--- config.mk ---
export PLATFORM = sky130hd
export DESIGN_NAME = cfg_pin_top
export DESIGN_NICKNAME = d
export VERILOG_FILES = /design/src/cfg_pin_pkg.sv /design/src/cfg_pin_decode.sv /design/src/cfg_pin_top.sv
export SDC_FILE = /design/constraint.sdc
export NUM_CORES = 1
export LEC_CHECK = 0
export ABC_AREA = 1
export BUFFER_PORTS_ARGS = -buffer_cell sky130_fd_sc_hd__buf_2
export CORE_MARGIN = 1
export CORE_UTILIZATION = 30
export DETAILED_ROUTE_END_ITERATION = 6
export PLACE_DENSITY_LB_ADDON = 0.15
export RECOVER_POWER = 50
export SETUP_SLACK_MARGIN = 0.3
export SLEW_MARGIN = 20
export SYNTH_ARGS = -nofsm -noshare
export SYNTH_HDL_FRONTEND = slang
export SYNTH_SLANG_ARGS = --single-unit
export TNS_END_PERCENT = 1
--- constraint.sdc ---
create_clock -name aclk -period 1.9 [get_ports aclk]
set_input_delay 0.285 -clock aclk [delete_from_list [all_inputs] [get_ports aclk]]
set_output_delay 0.285 -clock aclk [all_outputs]
set_load 0.05 [all_outputs]
--- src/cfg_pin_pkg.sv ---
package cfg_pin_pkg;

   // option codes
   localparam logic [3:0] OPT_DEFAULT  = 4'h0;
   localparam logic [3:0] OPT_RESERVED = 4'h1;
   localparam logic [3:0] OPT_2        = 4'h2;
   localparam logic [3:0] OPT_3        = 4'h3;
   localparam logic [3:0] OPT_4        = 4'h4;
   localparam logic [3:0] OPT_5        = 4'h5;
   localparam logic [3:0] OPT_6        = 4'h6;
   localparam logic [3:0] OPT_7        = 4'h7;
   localparam logic [3:0] OPT_8        = 4'h8;
   localparam logic [3:0] OPT_9        = 4'h9;
   localparam logic [3:0] OPT_A        = 4'hA;
   localparam logic [3:0] OPT_B        = 4'hB;
   localparam logic [3:0] OPT_C        = 4'hC;
   localparam logic [3:0] OPT_D        = 4'hD;
   localparam logic [3:0] OPT_E        = 4'hE;
   localparam logic [3:0] OPT_F        = 4'hF;

   // input current limit encoding
   localparam logic [1:0] ILIM_100  = 2'h0;
   localparam logic [1:0] ILIM_500  = 2'h1;
   localparam logic [1:0] ILIM_1500 = 2'h2;

   // register byte offsets
   localparam logic [7:0] ADDR_CONFIG = 8'h00;
   localparam logic [7:0] ADDR_STATE  = 8'h04;
   localparam logic [7:0] ADDR_STATUS = 8'h08;
   localparam logic [7:0] ADDR_MASK   = 8'h0C;

   // config register fields
   localparam int CFG_OPT_LSB  = 0;
   localparam int CFG_POL_BIT  = 4;
   localparam int CFG_SRC_BIT  = 8;

   // state register fields
   localparam int ST_ILIM_LSB  = 0;
   localparam int ST_CHG_BIT   = 2;
   localparam int ST_LQ_BIT    = 3;
   localparam int ST_HALF_BIT  = 4;
   localparam int ST_LDO_BIT   = 5;
   localparam int ST_RCH_BIT   = 6;
   localparam int ST_IRQP_BIT  = 7;
   localparam int ST_PINS_LSB  = 8;

   // reset values
   localparam logic [3:0] RST_OPTION   = 4'h0;
   localparam logic       RST_POLARITY = 1'b0;
   localparam logic [6:0] RST_MASK     = 7'h00;

   localparam int N_EVT = 7;

   localparam logic [1:0] RESP_OKAY   = 2'h0;
   localparam logic [1:0] RESP_SLVERR = 2'h2;

endpackage

--- src/cfg_pin_decode.sv ---
`timescale 1ns/1ns
// pure decode of option code and pin levels into charger functions
module cfg_pin_decode (
   // option
   input  wire logic [3:0] option_code,
   input  wire logic       polarity,
   // synchronised pins
   input  wire logic       config_pin_one,
   input  wire logic       config_pin_two,
   input  wire logic       config_pin_three,
   // functions
   output logic      [1:0] input_current_limit,
   output logic            charge_enable,
   output logic            low_quiescent_mode,
   output logic            fast_charge_half,
   output logic            ldo_disable,
   output logic            recharge_disable,
   output logic            pin_three_is_irq
);
   logic p1;

   always_comb begin
      p1 = config_pin_one ^ polarity;
      input_current_limit = p1 ? cfg_pin_pkg::ILIM_500 : cfg_pin_pkg::ILIM_100;
      charge_enable       = 1'b0;
      low_quiescent_mode  = 1'b0;
      fast_charge_half    = 1'b0;
      ldo_disable         = 1'b0;
      recharge_disable    = 1'b0;
      pin_three_is_irq    = option_code[3];
      unique case (option_code)
         cfg_pin_pkg::OPT_DEFAULT, cfg_pin_pkg::OPT_RESERVED: begin
            low_quiescent_mode = config_pin_two;
            charge_enable      = config_pin_three;
         end
         cfg_pin_pkg::OPT_2: begin
            if (config_pin_two) input_current_limit = cfg_pin_pkg::ILIM_1500;
            low_quiescent_mode = config_pin_three;
         end
         cfg_pin_pkg::OPT_3: begin
            if (config_pin_two) input_current_limit = cfg_pin_pkg::ILIM_1500;
            fast_charge_half = config_pin_three;
         end
         cfg_pin_pkg::OPT_4: begin
            if (config_pin_two) input_current_limit = cfg_pin_pkg::ILIM_1500;
            ldo_disable = config_pin_three;
         end
         cfg_pin_pkg::OPT_5: begin
            if (config_pin_two) input_current_limit = cfg_pin_pkg::ILIM_1500;
            charge_enable = config_pin_three;
         end
         cfg_pin_pkg::OPT_6: begin
            recharge_disable = config_pin_two;
            charge_enable    = config_pin_three;
         end
         cfg_pin_pkg::OPT_7: begin
            input_current_limit = cfg_pin_pkg::ILIM_100;
            charge_enable       = p1;
            low_quiescent_mode  = config_pin_two;
            recharge_disable    = config_pin_three;
         end
         cfg_pin_pkg::OPT_8: begin
            if (config_pin_two) input_current_limit = cfg_pin_pkg::ILIM_1500;
         end
         cfg_pin_pkg::OPT_9: charge_enable = config_pin_two;
         cfg_pin_pkg::OPT_A: low_quiescent_mode = config_pin_two;
         cfg_pin_pkg::OPT_B: recharge_disable = config_pin_two;
         cfg_pin_pkg::OPT_C: fast_charge_half = config_pin_two;
         cfg_pin_pkg::OPT_D: ldo_disable = config_pin_two;
         cfg_pin_pkg::OPT_E: begin
            input_current_limit = p1 ? cfg_pin_pkg::ILIM_1500 : cfg_pin_pkg::ILIM_100;
            charge_enable       = config_pin_two;
         end
         cfg_pin_pkg::OPT_F: begin
            input_current_limit = cfg_pin_pkg::ILIM_100;
            low_quiescent_mode  = p1;
            charge_enable       = config_pin_two;
         end
      endcase
   end

endmodule

--- src/cfg_pin_top.sv ---
// Local design decisions: the register offsets and the AXI4-Lite interface to the registers.
`timescale 1ns/1ns
// Notes on behaviour
// - polarity bit inverts pin one sense
// - code 0000: limit, low-quiescent, charge enable
// - codes 0010-0101, 1000: pin two high raises limit to 1500
// - LDO disable on pin three or two
// - high level halves fast-charge current
// - codes 0101, 0110: pin three enables charging
// - codes 1xxx: pin three is interrupt
// - recharge disable when assigned pin high
module cfg_pin_top (
   // clock and reset
   input  wire logic        aclk,
   input  wire logic        aresetn,
   // axi4-lite write
   input  wire logic [7:0]  s_axi_awaddr,
   input  wire logic        s_axi_awvalid,
   output logic             s_axi_awready,
   input  wire logic [31:0] s_axi_wdata,
   input  wire logic [3:0]  s_axi_wstrb,
   input  wire logic        s_axi_wvalid,
   output logic             s_axi_wready,
   output logic [1:0]       s_axi_bresp,
   output logic             s_axi_bvalid,
   input  wire logic        s_axi_bready,
   // axi4-lite read
   input  wire logic [7:0]  s_axi_araddr,
   input  wire logic        s_axi_arvalid,
   output logic             s_axi_arready,
   output logic [31:0]      s_axi_rdata,
   output logic [1:0]       s_axi_rresp,
   output logic             s_axi_rvalid,
   input  wire logic        s_axi_rready,
   // factory straps
   input  wire logic [3:0]  strap_option,
   input  wire logic        strap_polarity,
   // config pins
   input  wire logic        config_pin_one,
   input  wire logic        config_pin_two,
   input  wire logic        config_pin_three_in,
   output logic             config_pin_three_out,
   output logic             config_pin_three_oe_n,
   // charger controls
   output logic [1:0]       input_current_limit,
   output logic             charge_enable,
   output logic             low_quiescent_mode,
   output logic             fast_charge_half,
   output logic             ldo_disable,
   output logic             recharge_disable,
   // interrupt
   output logic             irq
);

   ////////////////////////////////////////////////////////////////////////////
   logic [2:0] pin_s1_r, pin_s2_r;
   logic [3:0] strap_s1_r, strap_s2_r;
   logic       pol_s1_r, pol_s2_r;
   logic [3:0] option_r;
   logic       polarity_r;
   logic       use_strap_r;
   logic       strap_taken_r;
   logic [6:0] status_r, mask_r;
   logic [1:0] ilim_nxt;
   logic       chg_nxt, lq_nxt, half_nxt, ldo_nxt, rch_nxt, irqp_nxt;
   logic [6:0] func_r, func_nxt, evt;
   logic [3:0] eff_option;
   logic       eff_pol;

   // pins and straps come from outside the clock domain
   always_ff @(posedge aclk) begin
      if (!aresetn) begin
         pin_s1_r   <= 3'h0;
         pin_s2_r   <= 3'h0;
      end else begin
         pin_s1_r   <= {config_pin_three_in, config_pin_two, config_pin_one};
         pin_s2_r   <= pin_s1_r;
      end
   end

   // straps keep shifting through reset so the latch sees them settled at release
   always_ff @(posedge aclk) begin
      strap_s1_r <= strap_option;
      strap_s2_r <= strap_s1_r;
      pol_s1_r   <= strap_polarity;
      pol_s2_r   <= pol_s1_r;
   end

   ////////////////////////////////////////////////////////////////////////////
   // software override of the factory code
   logic [3:0] sw_option_r;
   logic       sw_pol_r;

   always_comb begin
      eff_option = use_strap_r ? option_r : sw_option_r;
      eff_pol    = use_strap_r ? polarity_r : sw_pol_r;
   end

   // straps are latched once after reset release
   always_ff @(posedge aclk) begin
      if (!aresetn) begin
         strap_taken_r <= 1'b0;
         option_r      <= cfg_pin_pkg::RST_OPTION;
         polarity_r    <= cfg_pin_pkg::RST_POLARITY;
      end else if (!strap_taken_r) begin
         strap_taken_r <= 1'b1;
         option_r      <= strap_s2_r;
         polarity_r    <= pol_s2_r;
      end
   end

   cfg_pin_decode u_decode (
      .option_code         (eff_option),
      .polarity            (eff_pol),
      .config_pin_one      (pin_s2_r[0]),
      .config_pin_two      (pin_s2_r[1]),
      .config_pin_three    (pin_s2_r[2]),
      .input_current_limit (ilim_nxt),
      .charge_enable       (chg_nxt),
      .low_quiescent_mode  (lq_nxt),
      .fast_charge_half    (half_nxt),
      .ldo_disable         (ldo_nxt),
      .recharge_disable    (rch_nxt),
      .pin_three_is_irq    (irqp_nxt)
   );

   always_comb begin
      func_nxt = {irqp_nxt, rch_nxt, ldo_nxt, half_nxt, lq_nxt, chg_nxt, ilim_nxt == 2'h2};
   end

   // registered function outputs
   always_ff @(posedge aclk) begin
      if (!aresetn) begin
         input_current_limit <= cfg_pin_pkg::ILIM_100;
         charge_enable       <= 1'b0;
         low_quiescent_mode  <= 1'b0;
         fast_charge_half    <= 1'b0;
         ldo_disable         <= 1'b0;
         recharge_disable    <= 1'b0;
         func_r              <= 7'h00;
      end else begin
         input_current_limit <= ilim_nxt;
         charge_enable       <= chg_nxt;
         low_quiescent_mode  <= lq_nxt;
         fast_charge_half    <= half_nxt;
         ldo_disable         <= ldo_nxt;
         recharge_disable    <= rch_nxt;
         func_r              <= func_nxt;
      end
   end

   ////////////////////////////////////////////////////////////////////////////
   // events: any change of a decoded function, except a limit change between 100 and 500
   assign evt = func_r ^ func_nxt;

   logic rd_status;

   always_ff @(posedge aclk) begin
      if (!aresetn) begin
         status_r <= 7'h00;
      end else begin
         // set wins over clear-on-read
         status_r <= (rd_status ? 7'h00 : status_r) | evt;
      end
   end

   assign irq = |(status_r & mask_r);

   // pin three drives the interrupt, open-drain active low
   always_comb begin
      config_pin_three_out  = 1'b0;
      config_pin_three_oe_n = !(func_r[6] && irq);
   end

   ////////////////////////////////////////////////////////////////////////////
   // axi4-lite slave: one write and one read at a time
   logic       aw_got_r, w_got_r;
   logic [7:0] awaddr_r;
   logic [31:0] wdata_r;
   logic [3:0] wstrb_r;
   logic       do_write;

   assign s_axi_awready = !aw_got_r && !s_axi_bvalid;
   assign s_axi_wready  = !w_got_r && !s_axi_bvalid;
   assign s_axi_arready = !s_axi_rvalid;
   assign do_write      = aw_got_r && w_got_r && !s_axi_bvalid;
   assign rd_status     = s_axi_arvalid && s_axi_arready &&
                          s_axi_araddr == cfg_pin_pkg::ADDR_STATUS;

   always_ff @(posedge aclk) begin
      if (!aresetn) begin
         aw_got_r     <= 1'b0;
         w_got_r      <= 1'b0;
         awaddr_r     <= 8'h00;
         wdata_r      <= 32'h0000_0000;
         wstrb_r      <= 4'h0;
         s_axi_bvalid <= 1'b0;
         s_axi_bresp  <= cfg_pin_pkg::RESP_OKAY;
      end else begin
         if (s_axi_awvalid && s_axi_awready) begin
            aw_got_r <= 1'b1;
            awaddr_r <= s_axi_awaddr;
         end
         if (s_axi_wvalid && s_axi_wready) begin
            w_got_r <= 1'b1;
            wdata_r <= s_axi_wdata;
            wstrb_r <= s_axi_wstrb;
         end
         if (do_write) begin
            aw_got_r     <= 1'b0;
            w_got_r      <= 1'b0;
            s_axi_bvalid <= 1'b1;
            s_axi_bresp  <= (awaddr_r == cfg_pin_pkg::ADDR_CONFIG ||
                             awaddr_r == cfg_pin_pkg::ADDR_MASK) ?
                            cfg_pin_pkg::RESP_OKAY : cfg_pin_pkg::RESP_SLVERR;
         end else if (s_axi_bvalid && s_axi_bready) begin
            s_axi_bvalid <= 1'b0;
         end
      end
   end

   // writable registers
   always_ff @(posedge aclk) begin
      if (!aresetn) begin
         sw_option_r <= cfg_pin_pkg::RST_OPTION;
         sw_pol_r    <= cfg_pin_pkg::RST_POLARITY;
         use_strap_r <= 1'b1;
         mask_r      <= cfg_pin_pkg::RST_MASK;
      end else if (do_write) begin
         if (awaddr_r == cfg_pin_pkg::ADDR_CONFIG && wstrb_r[0]) begin
            sw_option_r <= wdata_r[cfg_pin_pkg::CFG_OPT_LSB +: 4];
            sw_pol_r    <= wdata_r[cfg_pin_pkg::CFG_POL_BIT];
         end
         if (awaddr_r == cfg_pin_pkg::ADDR_CONFIG && wstrb_r[1])
            use_strap_r <= wdata_r[cfg_pin_pkg::CFG_SRC_BIT];
         if (awaddr_r == cfg_pin_pkg::ADDR_MASK && wstrb_r[0])
            mask_r <= wdata_r[6:0];
      end
   end

   // read channel
   always_ff @(posedge aclk) begin
      if (!aresetn) begin
         s_axi_rvalid <= 1'b0;
         s_axi_rdata  <= 32'h0000_0000;
         s_axi_rresp  <= cfg_pin_pkg::RESP_OKAY;
      end else if (s_axi_arvalid && s_axi_arready) begin
         s_axi_rvalid <= 1'b1;
         s_axi_rresp  <= cfg_pin_pkg::RESP_OKAY;
         unique case (s_axi_araddr)
            cfg_pin_pkg::ADDR_CONFIG:
               s_axi_rdata <= {23'h0, use_strap_r, 3'h0, eff_pol, eff_option};
            cfg_pin_pkg::ADDR_STATE:
               s_axi_rdata <= {21'h0, pin_s2_r, func_r[6:1], input_current_limit};
            cfg_pin_pkg::ADDR_STATUS: s_axi_rdata <= {25'h0, status_r};
            cfg_pin_pkg::ADDR_MASK:   s_axi_rdata <= {25'h0, mask_r};
            default: begin
               s_axi_rdata <= 32'h0000_0000;
               s_axi_rresp <= cfg_pin_pkg::RESP_SLVERR;
            end
         endcase
      end else if (s_axi_rvalid && s_axi_rready) begin
         s_axi_rvalid <= 1'b0;
      end
   end

   ////////////////////////////////////////////////////////////////////////////
   // assertions
   polarity_sense_a: assert property (@(posedge aclk) disable iff (!aresetn)
      (eff_option == cfg_pin_pkg::OPT_DEFAULT) |=>
      input_current_limit == (($past(pin_s2_r[0]) ^ $past(eff_pol)) ? 2'h1 : 2'h0))
      else $error("pin one polarity decode wrong");

   default_charge_a: assert property (@(posedge aclk) disable iff (!aresetn)
      (eff_option == cfg_pin_pkg::OPT_DEFAULT) |=> charge_enable == $past(pin_s2_r[2]))
      else $error("default charge enable wrong");

   high_limit_a: assert property (@(posedge aclk) disable iff (!aresetn)
      (eff_option == cfg_pin_pkg::OPT_5 && pin_s2_r[1]) |=> input_current_limit == 2'h2)
      else $error("1500 mA not selected");

   ldo_ctrl_a: assert property (@(posedge aclk) disable iff (!aresetn)
      (eff_option == cfg_pin_pkg::OPT_D) |=> ldo_disable == $past(pin_s2_r[1]))
      else $error("ldo control wrong");

   half_current_a: assert property (@(posedge aclk) disable iff (!aresetn)
      (eff_option == cfg_pin_pkg::OPT_3) |=> fast_charge_half == $past(pin_s2_r[2]))
      else $error("half current wrong");

   irq_pin_a: assert property (@(posedge aclk) disable iff (!aresetn)
      (!func_r[6]) |-> config_pin_three_oe_n)
      else $error("pin three driven when not interrupt");

   recharge_a: assert property (@(posedge aclk) disable iff (!aresetn)
      (eff_option == cfg_pin_pkg::OPT_7) |=> recharge_disable == $past(pin_s2_r[2]))
      else $error("recharge disable wrong");

   reserved_code_a: assert property (@(posedge aclk) disable iff (!aresetn)
      (eff_option == cfg_pin_pkg::OPT_RESERVED) |=> low_quiescent_mode == $past(pin_s2_r[1]))
      else $error("reserved code not default");

endmodule

==> results.toml, run 1 <==
[outcome]
outcome = "finished, final reports clean"

[routing]
wl_mm = 8.83
vias_per_cell = 4.25
detail_route.iter0.violations = 172
antenna_violating_nets_left = 0
avg_wl_per_cell_um = 11.8
route.vias.total = 3186
drt_pre_antenna_iters = 4
drc_errors = 0

[pwr]
leakagePower_nw = 2.04
powerDensity_nw_per_um2 = 942
p_comb_frac = 0.125
seqPwrFrac = 0.462
p_sw_frac = 0.277
power.clock.fraction = 0.413
internal_power_w = 0.00305
p_switching_w = 0.00117
vdd.ir_drop.worst_uv = 376

[synthesis]
synth_seq_area_share = 0.460
synth.ff_latch_count = 86
synth_simple_gate_area_share = 0.252
yosys_warnings = 0
synth-xor-area-share = 0.00936
synth_top_family_by_area = "simple AND/OR/NAND/NOR gates"
avgSynthCellArea_um2 = 7.38
synth_adder_area_share = 0
fraction_of_synthesized_area_in_multiplexers = 0
synthesis.instances = 507
syn-cell-area_um2 = 3740
synth_compound_area_frac = 0.146
yosys.cell_types.count = 35

[cells_and_area]
fin_nets = 644
final_layout_size_suffix_gt1_frac = 0.182
layout_common_cells = "nand2_1 (115), dfxtp_1 (84), inv_1 (59)"
area_growth_from_synthesis_to_final_layout_pct = 19.6
final_cell_area_um2 = 4470
num_antenna_cells = 0
layout_commonest_cell = "nand2_1"

[clock_tree]
clk_latency_ns = 0.34
cts_inserted_buffers = 9
cts_sinks = 86
clock_h_tree_levels = 3
clock-root-buffer = "clkbuf_16"
clock_tree_from_tritoncts = "done"
clock_slew_at_the_register_clock_pins_of_the_worst_setup_and_hold_paths_ns = 0.07
clock_path_buffers = 2

[critical_path]
crit_fanout = 2
cp-start-kind = "flop"
worst-endpoint-required_ns = 1.62
rr_endpoint = "s_axi_rdata[0]$_SDFFE_PN0P_"
timing.reg2reg.setup_slack_ns = 0.20
crit_arrival_ns = 1.55
timing.critical_path.to_type = "primary output"
worstReg2RegStart = "s_axi_rvalid$_SDFFE_PN0P_"
timing_worst_setup_path_type = "reg -> out"
startpoint = "mask_r[5]$_SDFFE_PN0P_"
rr_worst_depth = 6

[grt]
grt_pass1_wl_mm = 14.5
largest_net_degree_at_the_start_of_global_routing = 52
grt.overflow.total = 0
globalRouteTotalUtil = 0.146
antenna_violations_before_repair = 0
first_global_vias = 3079

[placement]
placed_area_um2 = 4190
port_buffers = 67
hpwl_mm = 6.46
setup_slack_after_placement_ns = 0.224
gpl.final_weighted_congestion = 0.828

[min_path]
timing.hold.worst_endpoint = "pol_s1_r$_DFF_P_"
hold_path.startpoint = "strap_polarity"
timing.hold.worst_path_depth = 1
min_path_type = "in -> reg"

[sta]
worst_pin_slew_ns = 0.915
setup_slack_ns = 0.0606
post-route-period-util = 0.968
hold_viol_final = 0
slew_headroom = 0.390
grt_setup_unrepaired = "yes"
slew_viol_final = 0
minimum_period_implied_by_the_final_worst_setup_slack_ns = 1.84
setup_violations = 0
achievable_clock_frequency_mhz = 544
fin_skew_ns = 0.00965

[floorplanning]
core_region_area_um2 = 12100
die-area_um2 = 12900
initial_core_util = 0.310
io_pins = 118
fp.dieW_um = 114
site_rows = 40
die_h_um = 114

[flow_run]
cap_violations = 0
==> sequential cells by signal (all words and copies together), names as in the netlist, 4 cells and up <==
register	count
awaddr_r	8
func_r	7
mask_r	7
option_r	4
s_axi_rdata	11
status_r	7
strap_s1_r	4
strap_s2_r	4
sw_option_r	4
wdata_r	8
==> metrics by stage <==
stage	power [W]	hold WS, ns	utilization	instances	TNS, ns
3_5_place_dp	0.00253	0.312	0.348	732	0
6_report	0.00421	0.0475	0.371	750	0
4_1_cts	0.00428	0.0353	0.374	750	0
3_3_place_gp	0.00252	0.314	0.348	732	0
5_1_grt	0.00442	0.0358	0.371	750	0
2_1_floorplan	0.00242	0.310	-	530	-0.00184
==> power groups by stage <==
stage | Combinational [W] | Sequential [W] | Clock (W)
floorplan | 0.000411 | 0.00201 | 0
finish | 0.000526 | 0.00195 | 0.00174
CTS | 0.000539 | 0.00195 | 0.00179
detailed placement | 0.000537 | 0.00199 | 0
global placement | 0.000530 | 0.00199 | 0
global route | 0.000586 | 0.00196 | 0.00188
==> worst max-delay path, stage by stage, from the launching register on <==
cell and delay (ns):
dfxtp_2 0.33, nand2_1 0.06, o21ai_1 0.06, a221oi_1 0.22
nand4_1 0.27, nand2_4 0.12, buf_8 0.14
==> worst max-delay path by stage <==
stage                     depth (start not counted)  slack [ns]                          end
final                                             6        0.06        config_pin_three_oe_n
after floorplan                                   5      -0.002        config_pin_three_oe_n
after global placement                            7        0.23  sw_option_r[0]$_SDFFE_PN0P_
after CTS                                         6        0.04        config_pin_three_oe_n
after global routing                              6       0.008        config_pin_three_oe_n
after detailed placement                          6        0.22  sw_option_r[0]$_SDFFE_PN0P_
==> routing by layer <==
metal,part of all wire,routed length [µm],GRT usage,up-vias
met4,0.012,104,0.0509,0
met5,0,0,0,-
met3,0.045,401,0.0414,8
li1,-,-,-,1689
met2,0.48,4240,0.255,68
met1,0.46,4080,0.170,1421
==> cells by family after synthesis <==
kind of cell,after synthesis
AND/OR/NAND/NOR,210
XOR/XNOR,4
other,1
flip-flops,86
AO/OA/AOI/OAI,103
buffers and inverters,103
==> cells in the mapped netlist <==
cell | count | area, µm²
nor4_4 | 1 | 21.3
nor2_1 | 50 | 188
nand2_1 | 116 | 435
o21ai_0 | 46 | 230
o22ai_1 | 1 | 6.26
or2_4 | 1 | 8.76
buf_1 | 2 | 7.51
buf_6 | 1 | 11.3
a21oi_1 | 45 | 225
dfxtp_1 | 86 | 1720
buf_2 | 3 | 15.0
nand3_2 | 1 | 10.0
a221oi_1 | 1 | 8.76
nand3_1 | 15 | 75.1
inv_1 | 61 | 229
o21ai_1 | 5 | 25.0
o21ai_2 | 2 | 17.5
nor2_2 | 2 | 12.5
xor2_1 | 1 | 8.76
inv_2 | 3 | 11.3
o21bai_4 | 1 | 18.8
nor3_1 | 1 | 5.00
nor2_4 | 2 | 22.5
a31oi_1 | 1 | 6.26
conb_1 | 1 | 3.75
xnor2_1 | 3 | 26.3
buf_4 | 25 | 188
o21a_1 | 1 | 7.51
nand2_4 | 3 | 33.8
nand2_2 | 8 | 50.1
clkbuf_1 | 8 | 30.0
nor3_2 | 3 | 30.0
nand3b_1 | 1 | 7.51
nor4_2 | 1 | 12.5
nand4_1 | 5 | 31.3
==> area by class of cell <==
cell class                 count  area, µm²
timing repair buffer          75        382
clock buffer                  11        233
inverter                      64        240
fill                        1296       7590
clock inverter                 5       58.8
multi-input combinational    341       1630
sequential                    86       1720
tap                          168        210
==> timing repair <==
item	4_1_cts	5_1_grt
hold endpoints to repair	0	0
setup endpoints to repair	11	22
resized for setup	9	1
pin swaps	2	2
hold buffers	0	0
setup buffers	2	0
Power figures use the tool's default switching activity.
==> run 2: changes to the inputs <==
- BUFFER_PORTS_ARGS: -buffer_cell sky130_fd_sc_hd__buf_2 -> default
- DONT_BUFFER_PORTS: default -> 1
- SYNTH_HIERARCHICAL: default -> 1
==> results.toml, run 2 <==
[outcome]
outcome = "finished, final reports clean"

[routing]
route.vias.total = 3058
drt_pre_antenna_iters = 4
detail_route.iter0.violations = 163
avg_wl_per_cell_um = 12.3
wl_mm = 8.60
vias_per_cell = 4.37
drc_errors = 0
antenna_violating_nets_left = 0

[sta]
grt_setup_unrepaired = "yes"
worst_pin_slew_ns = 0.765
setup_slack_ns = 0.114
slew_headroom = 0.488
tns_ns = 0
hold_viol_final = 0
achievable_clock_frequency_mhz = 560
setup_violations = 0
post-route-period-util = 0.940
fin_skew_ns = 0.00785
slew_viol_final = 0
minimum_period_implied_by_the_final_worst_setup_slack_ns = 1.79

[placement]
numPlacedInstances = 675
hpwl_mm = 6.24
setup_slack_after_placement_ns = -0.0298
gpl.final_weighted_congestion = 0.818
port_buffers = 0

[synthesis]
fraction_of_post_synthesis_cell_area_in_the_top_cell_type_by_area = 0.456
yosys.cell_types.count = 32
synth_seq_area_share = 0.456
synth.ff_latch_count = 86
synth-async-reset-ratio = 0
synth_area_leaders = "dfxtp_1 (46%), nand2_1 (9.7%), a21oi_1 (5.6%), buf_4 (5.4%), o21ai_1 (5.2%)"
dominantRegCellSynth = "dfxtp_1"
synthesis.instances = 494
post-synth-top-count-cell = "nand2_1"
synth_enable_flop_cells = 0
yosys_warnings = 6
netlist.top_cell.by_area = "dfxtp_1"
avgSynthCellArea_um2 = 7.64
syn-cell-area_um2 = 3770
synth.top_cells.by_count = "nand2_1 (98), dfxtp_1 (86), nor2_1 (43)"

[cells_and_area]
final_layout_size_suffix_gt1_frac = 0.182
num_antenna_cells = 0
layout_common_cells = "nand2_1 (98), dfxtp_1 (81), nor2_1 (44)"
largest_reg_flops = 11
area_growth_from_synthesis_to_final_layout_pct = 16.3
n_fill_cell = 1316
fin_nets = 594
final_cells = 700
registers.top_by_ff_count = "s_axi_rdata"
post-route-util = 0.361
biggestRegsByFlops = "s_axi_rdata: 11 flops, awaddr_r: 8 flops, wdata_r: 8 flops"
layout_commonest_cell = "nand2_1"

[pwr]
vdd.ir_drop.worst_uv = 693
power.total_w = 0.00418
powerDensity_nw_per_um2 = 953
leakagePower_nw = 1.97

[min_path]
hold_path.startpoint = "config_pin_two"
min_path_type = "in -> reg"

[grt]
antenna_violations_before_repair = 0
globalRouteTotalUtil = 0.148
grt.overflow.total = 0
grt_pass1_wl_mm = 14.8
first_global_vias = 3024
largest_net_degree_at_the_start_of_global_routing = 56

[critical_path]
worstReg2RegStart = "s_axi_bvalid$_SDFFE_PN0P_"
crit_arrival_ns = 1.50
cp-start-kind = "flop"
startpoint = "status_r[6]$_SDFF_PN0_"
timing_worst_setup_path_type = "reg -> out"
crit_fanout = 2
worst-endpoint-required_ns = 1.62
timing.critical_path.to_type = "primary output"
timing.reg2reg.setup_slack_ns = 0.18

[clock_tree]
clock_path_buffers = 2
cts_inserted_buffers = 9
clock-root-buffer = "clkbuf_16"
clock_h_tree_levels = 3
clock_tree_from_tritoncts = "done"
clock_slew_at_the_register_clock_pins_of_the_worst_setup_and_hold_paths_ns = 0.07
clk_latency_ns = 0.34
cts_sinks = 86

[floorplanning]
die-area_um2 = 13000
site_rows = 40
fp.dieW_um = 114
core_region_area_um2 = 12200
io_pins = 118
die_h_um = 114
initial_core_util = 0.310

[flow_run]
cap_violations = 0
## run 2: final timing paths
path / cells after the start / to
worst max-delay path: 6 / config_pin_three_oe_n
worst min-delay path: 2 / pin_s1_r[1]$_SDFF_PN0_
worst max register to register: 5 / awaddr_r[5]$_SDFFE_PN0P_
worst min register to register: 0 / pol_s2_r$_DFF_P_
## run 2: final cells by class
cell class                 instances  area (µm²)  share of cell area
timing repair buffer              39         287              0.0653
multi-input combinational        339        1680               0.382
clock buffer                      10         239              0.0544
clock inverter                     6        52.6              0.0120
tap                              168         210              0.0479
sequential                        86        1730               0.394
inverter                          52         196              0.0447
## run 2: critical path, stage by stage, from the launching register on
cell and delay (ns):
dfxtp_2 0.33, nand2_1 0.06, nand2_1 0.06, a221oi_2 0.17, nand4_1 0.25, nand2_4 0.14
buf_12 0.14
## run 2: cell families after synthesis
| group | after synthesis | synth area share |
|---|---|---|
| simple gates | 205 | 0.258 |
| compound gates | 102 | 0.143 |
| buf+inv | 92 | 0.124 |
| flops | 86 | 0.456 |
| xor+xnor | 8 | 0.0186 |
| other cells | 1 | 0.000993 |
## run 2: report_power, final
group | total [W] | internal (W) | switching [W]
combinational | 0.000504 | 0.000140 | 0.000364
clock | 0.00172 | 0.000942 | 0.000774
sequential | 0.00196 | 0.00189 | 0.0000709
## run 2: metrics by stage
step	cell area (µm²)	hold WS [ns]
6_report	4390	0.0352
4_1_cts	4440	0.0237
3_3_place_gp	4050	0.311
3_5_place_dp	4050	0.313
5_1_grt	4390	0.0271
2_1_floorplan	3880	0.310
## run 2: metal layers
metal | vias to the layer above | share of wire | GRT usage | routed length [µm]
met5 | - | 0 | 0 | 0
met4 | 0 | 0.016 | 0.0528 | 135
met3 | 11 | 0.054 | 0.0439 | 465
met2 | 82 | 0.43 | 0.230 | 3700
met1 | 1360 | 0.50 | 0.193 | 4290
li1 | 1605 | - | - | -
## run 2: what timing repair did
item                                    4_1_cts  5_1_grt
hold buffers                                  6        0
endpoints found under the setup margin       16       15
pin swaps                                     3        1
cloned                                        0        0
gates resized for setup                       8        1
endpoints found under the hold margin         6        0
setup buffers                                 3        0
==> run 3: changes to the inputs <==
- REMOVE_ABC_BUFFERS: default -> 1
==> results.toml, run 3 (synthesis gave the netlist of run 2 again) <==
[outcome]
outcome = "finished, final reports clean"

[sta]
setup_violations = 0
slew_headroom = 0.458
post-route-period-util = 0.916
minimum_period_implied_by_the_final_worst_setup_slack_ns = 1.74
grt_setup_unrepaired = "yes"
setup_slack_ns = 0.159
achievable_clock_frequency_mhz = 574
slew_viol_final = 0
fin_skew_ns = 0.00846
hold_viol_final = 0
worst_pin_slew_ns = 0.810

[pwr]
power.clock.fraction = 0.413
powerDensity_nw_per_um2 = 960
internal_power_w = 0.00308
p_sw_frac = 0.265
vdd.ir_drop.worst_uv = 620
p_comb_frac = 0.118
p_switching_w = 0.00111
leakagePower_nw = 1.94
seqPwrFrac = 0.468

[clock_tree]
clk_latency_ns = 0.34
clock-root-buffer = "clkbuf_16"
clock_path_buffers = 2
clock_slew_at_the_register_clock_pins_of_the_worst_setup_and_hold_paths_ns = 0.06
cts_inserted_buffers = 9
clock_h_tree_levels = 3
cts_sinks = 86
clock_tree_from_tritoncts = "done"

[routing]
wl_mm = 8.51
detail_route.iter0.violations = 137
drt_pre_antenna_iters = 4
drc_errors = 0
avg_wl_per_cell_um = 12.2
antenna_violating_nets_left = 0
route.vias.total = 3039
vias_per_cell = 4.34

[cells_and_area]
final_layout_size_suffix_gt1_frac = 0.179
area_growth_from_synthesis_to_final_layout_pct = 15.6
layout_common_cells = "nand2_1 (99), dfxtp_1 (80), nor2_1 (46)"
fin_nets = 595
registers.top_by_ff_count = "s_axi_rdata"
n_fill_cell = 1327
num_antenna_cells = 0
biggestRegsByFlops = "s_axi_rdata: 11 flops, awaddr_r: 8 flops, wdata_r: 8 flops"
largest_reg_flops = 11
final_cells = 700
layout_commonest_cell = "nand2_1"

[placement]
hpwl_mm = 6.24
port_buffers = 0
numPlacedInstances = 675
gpl.final_weighted_congestion = 0.813
setup_slack_after_placement_ns = 0.0641

[critical_path]
timing.reg2reg.setup_slack_ns = 0.17
timing_worst_setup_path_type = "reg -> out"
timing.critical_path.max_delay_family = "buffers and inverters"
crit_arrival_ns = 1.46
critical-path-slowest-cell = "clkbuf_1"
timing.critical_path.buf_inv = 2
crit_fanout = 3
timing.critical_path.to_type = "primary output"
worst-endpoint-required_ns = 1.62
cp_cell_sequence = "buf_4, nor2_2, clkbuf_1"
cp-start-kind = "flop"
worst_path_largest_cell_delay_ns = 0.49

[grt]
first_global_vias = 2968
grt.overflow.total = 0
antenna_violations_before_repair = 0
largest_net_degree_at_the_start_of_global_routing = 56
grt_pass1_wl_mm = 14.2
globalRouteTotalUtil = 0.142

[floorplanning]
initial_core_util = 0.310
die_h_um = 114
core_region_area_um2 = 12200
fp.dieW_um = 114
io_pins = 118
site_rows = 40
die-area_um2 = 13000

[min_path]
min_path_type = "in -> reg"

[flow_run]
cap_violations = 0
[run 3: repair_timing]
action / CTS / global route
resized for setup: 9 / 1
hold buffers: 6 / 0
pin swaps: 2 / 0
endpoints found under the hold margin: 6 / 0
buffers inserted: 4 / 0
endpoints found under the setup margin: 14 / 12
[run 3: final timing paths]
kind                                                 from  depth (start not counted)                     endpoint
worst max-delay path            s_axi_bvalid$_SDFFE_PN0P_                          3                s_axi_awready
worst min-delay path                              aresetn                          2       pin_s2_r[1]$_SDFF_PN0_
worst max register to register       w_got_r$_SDFFE_PP0P_                          7  sw_option_r[2]$_SDFFE_PN0P_
worst min register to register      strap_s1_r[3]$_DFF_P_                          0        strap_s2_r[3]$_DFF_P_
[run 3: area by class of cell]
class,count,area (µm²),share of cell area
multi-input combinational,339,1640,0.376
inverter,52,196,0.0450
timing repair buffer,40,293,0.0671
clock inverter,3,45.0,0.0103
clock buffer,12,246,0.0565
tap,168,210,0.0482
sequential,86,1730,0.397
[run 3: worst reg2reg max path, cell delays in order, from the launching register on]
cell,delay (ns)
dfxtp_1,0.34
inv_2,0.05
nor2_2,0.08
nand2_2,0.09
nor2_1,0.63
nand2_4,0.18
o21ai_0,0.20
a21oi_1,0.06
[run 3: through the flow]
step / utilization / TNS (ns) / hold slack, ns / area, µm² / total power [W]
after detailed placement: 0.331 / 0 / 0.312 / 4030 / 0.00251
after floorplan: - / -2.41 / 0.310 / 3590 / 0.00239
final: 0.359 / 0 / 0.0452 / 4360 / 0.00419
after global routing: 0.359 / 0 / 0.0387 / 4360 / 0.00438
after CTS: 0.364 / 0 / 0.0307 / 4420 / 0.00427
after global placement: 0.331 / 0 / 0.311 / 4030 / 0.00250
[run 3: power groups by stage]
| stage | Combinational [W] | Clock [W] | Sequential, W |
|---|---|---|---|
| 2_1_floorplan | 0.000379 | 0 | 0.00201 |
| 3_3_place_gp | 0.000501 | 0 | 0.00200 |
| 3_5_place_dp | 0.000507 | 0 | 0.00200 |
| 4_1_cts | 0.000523 | 0.00178 | 0.00196 |
| 6_report | 0.000495 | 0.00173 | 0.00196 |
| 5_1_grt | 0.000551 | 0.00186 | 0.00197 |
[run 3: metal layers]
layer | vias up | wire, µm | GRT usage
met2 | 87 | 3880 | 0.235
met4 | 0 | 81 | 0.0390
met5 | - | 0 | 0
li1 | 1605 | - | -
met1 | 1341 | 4110 | 0.177
met3 | 6 | 431 | 0.0476
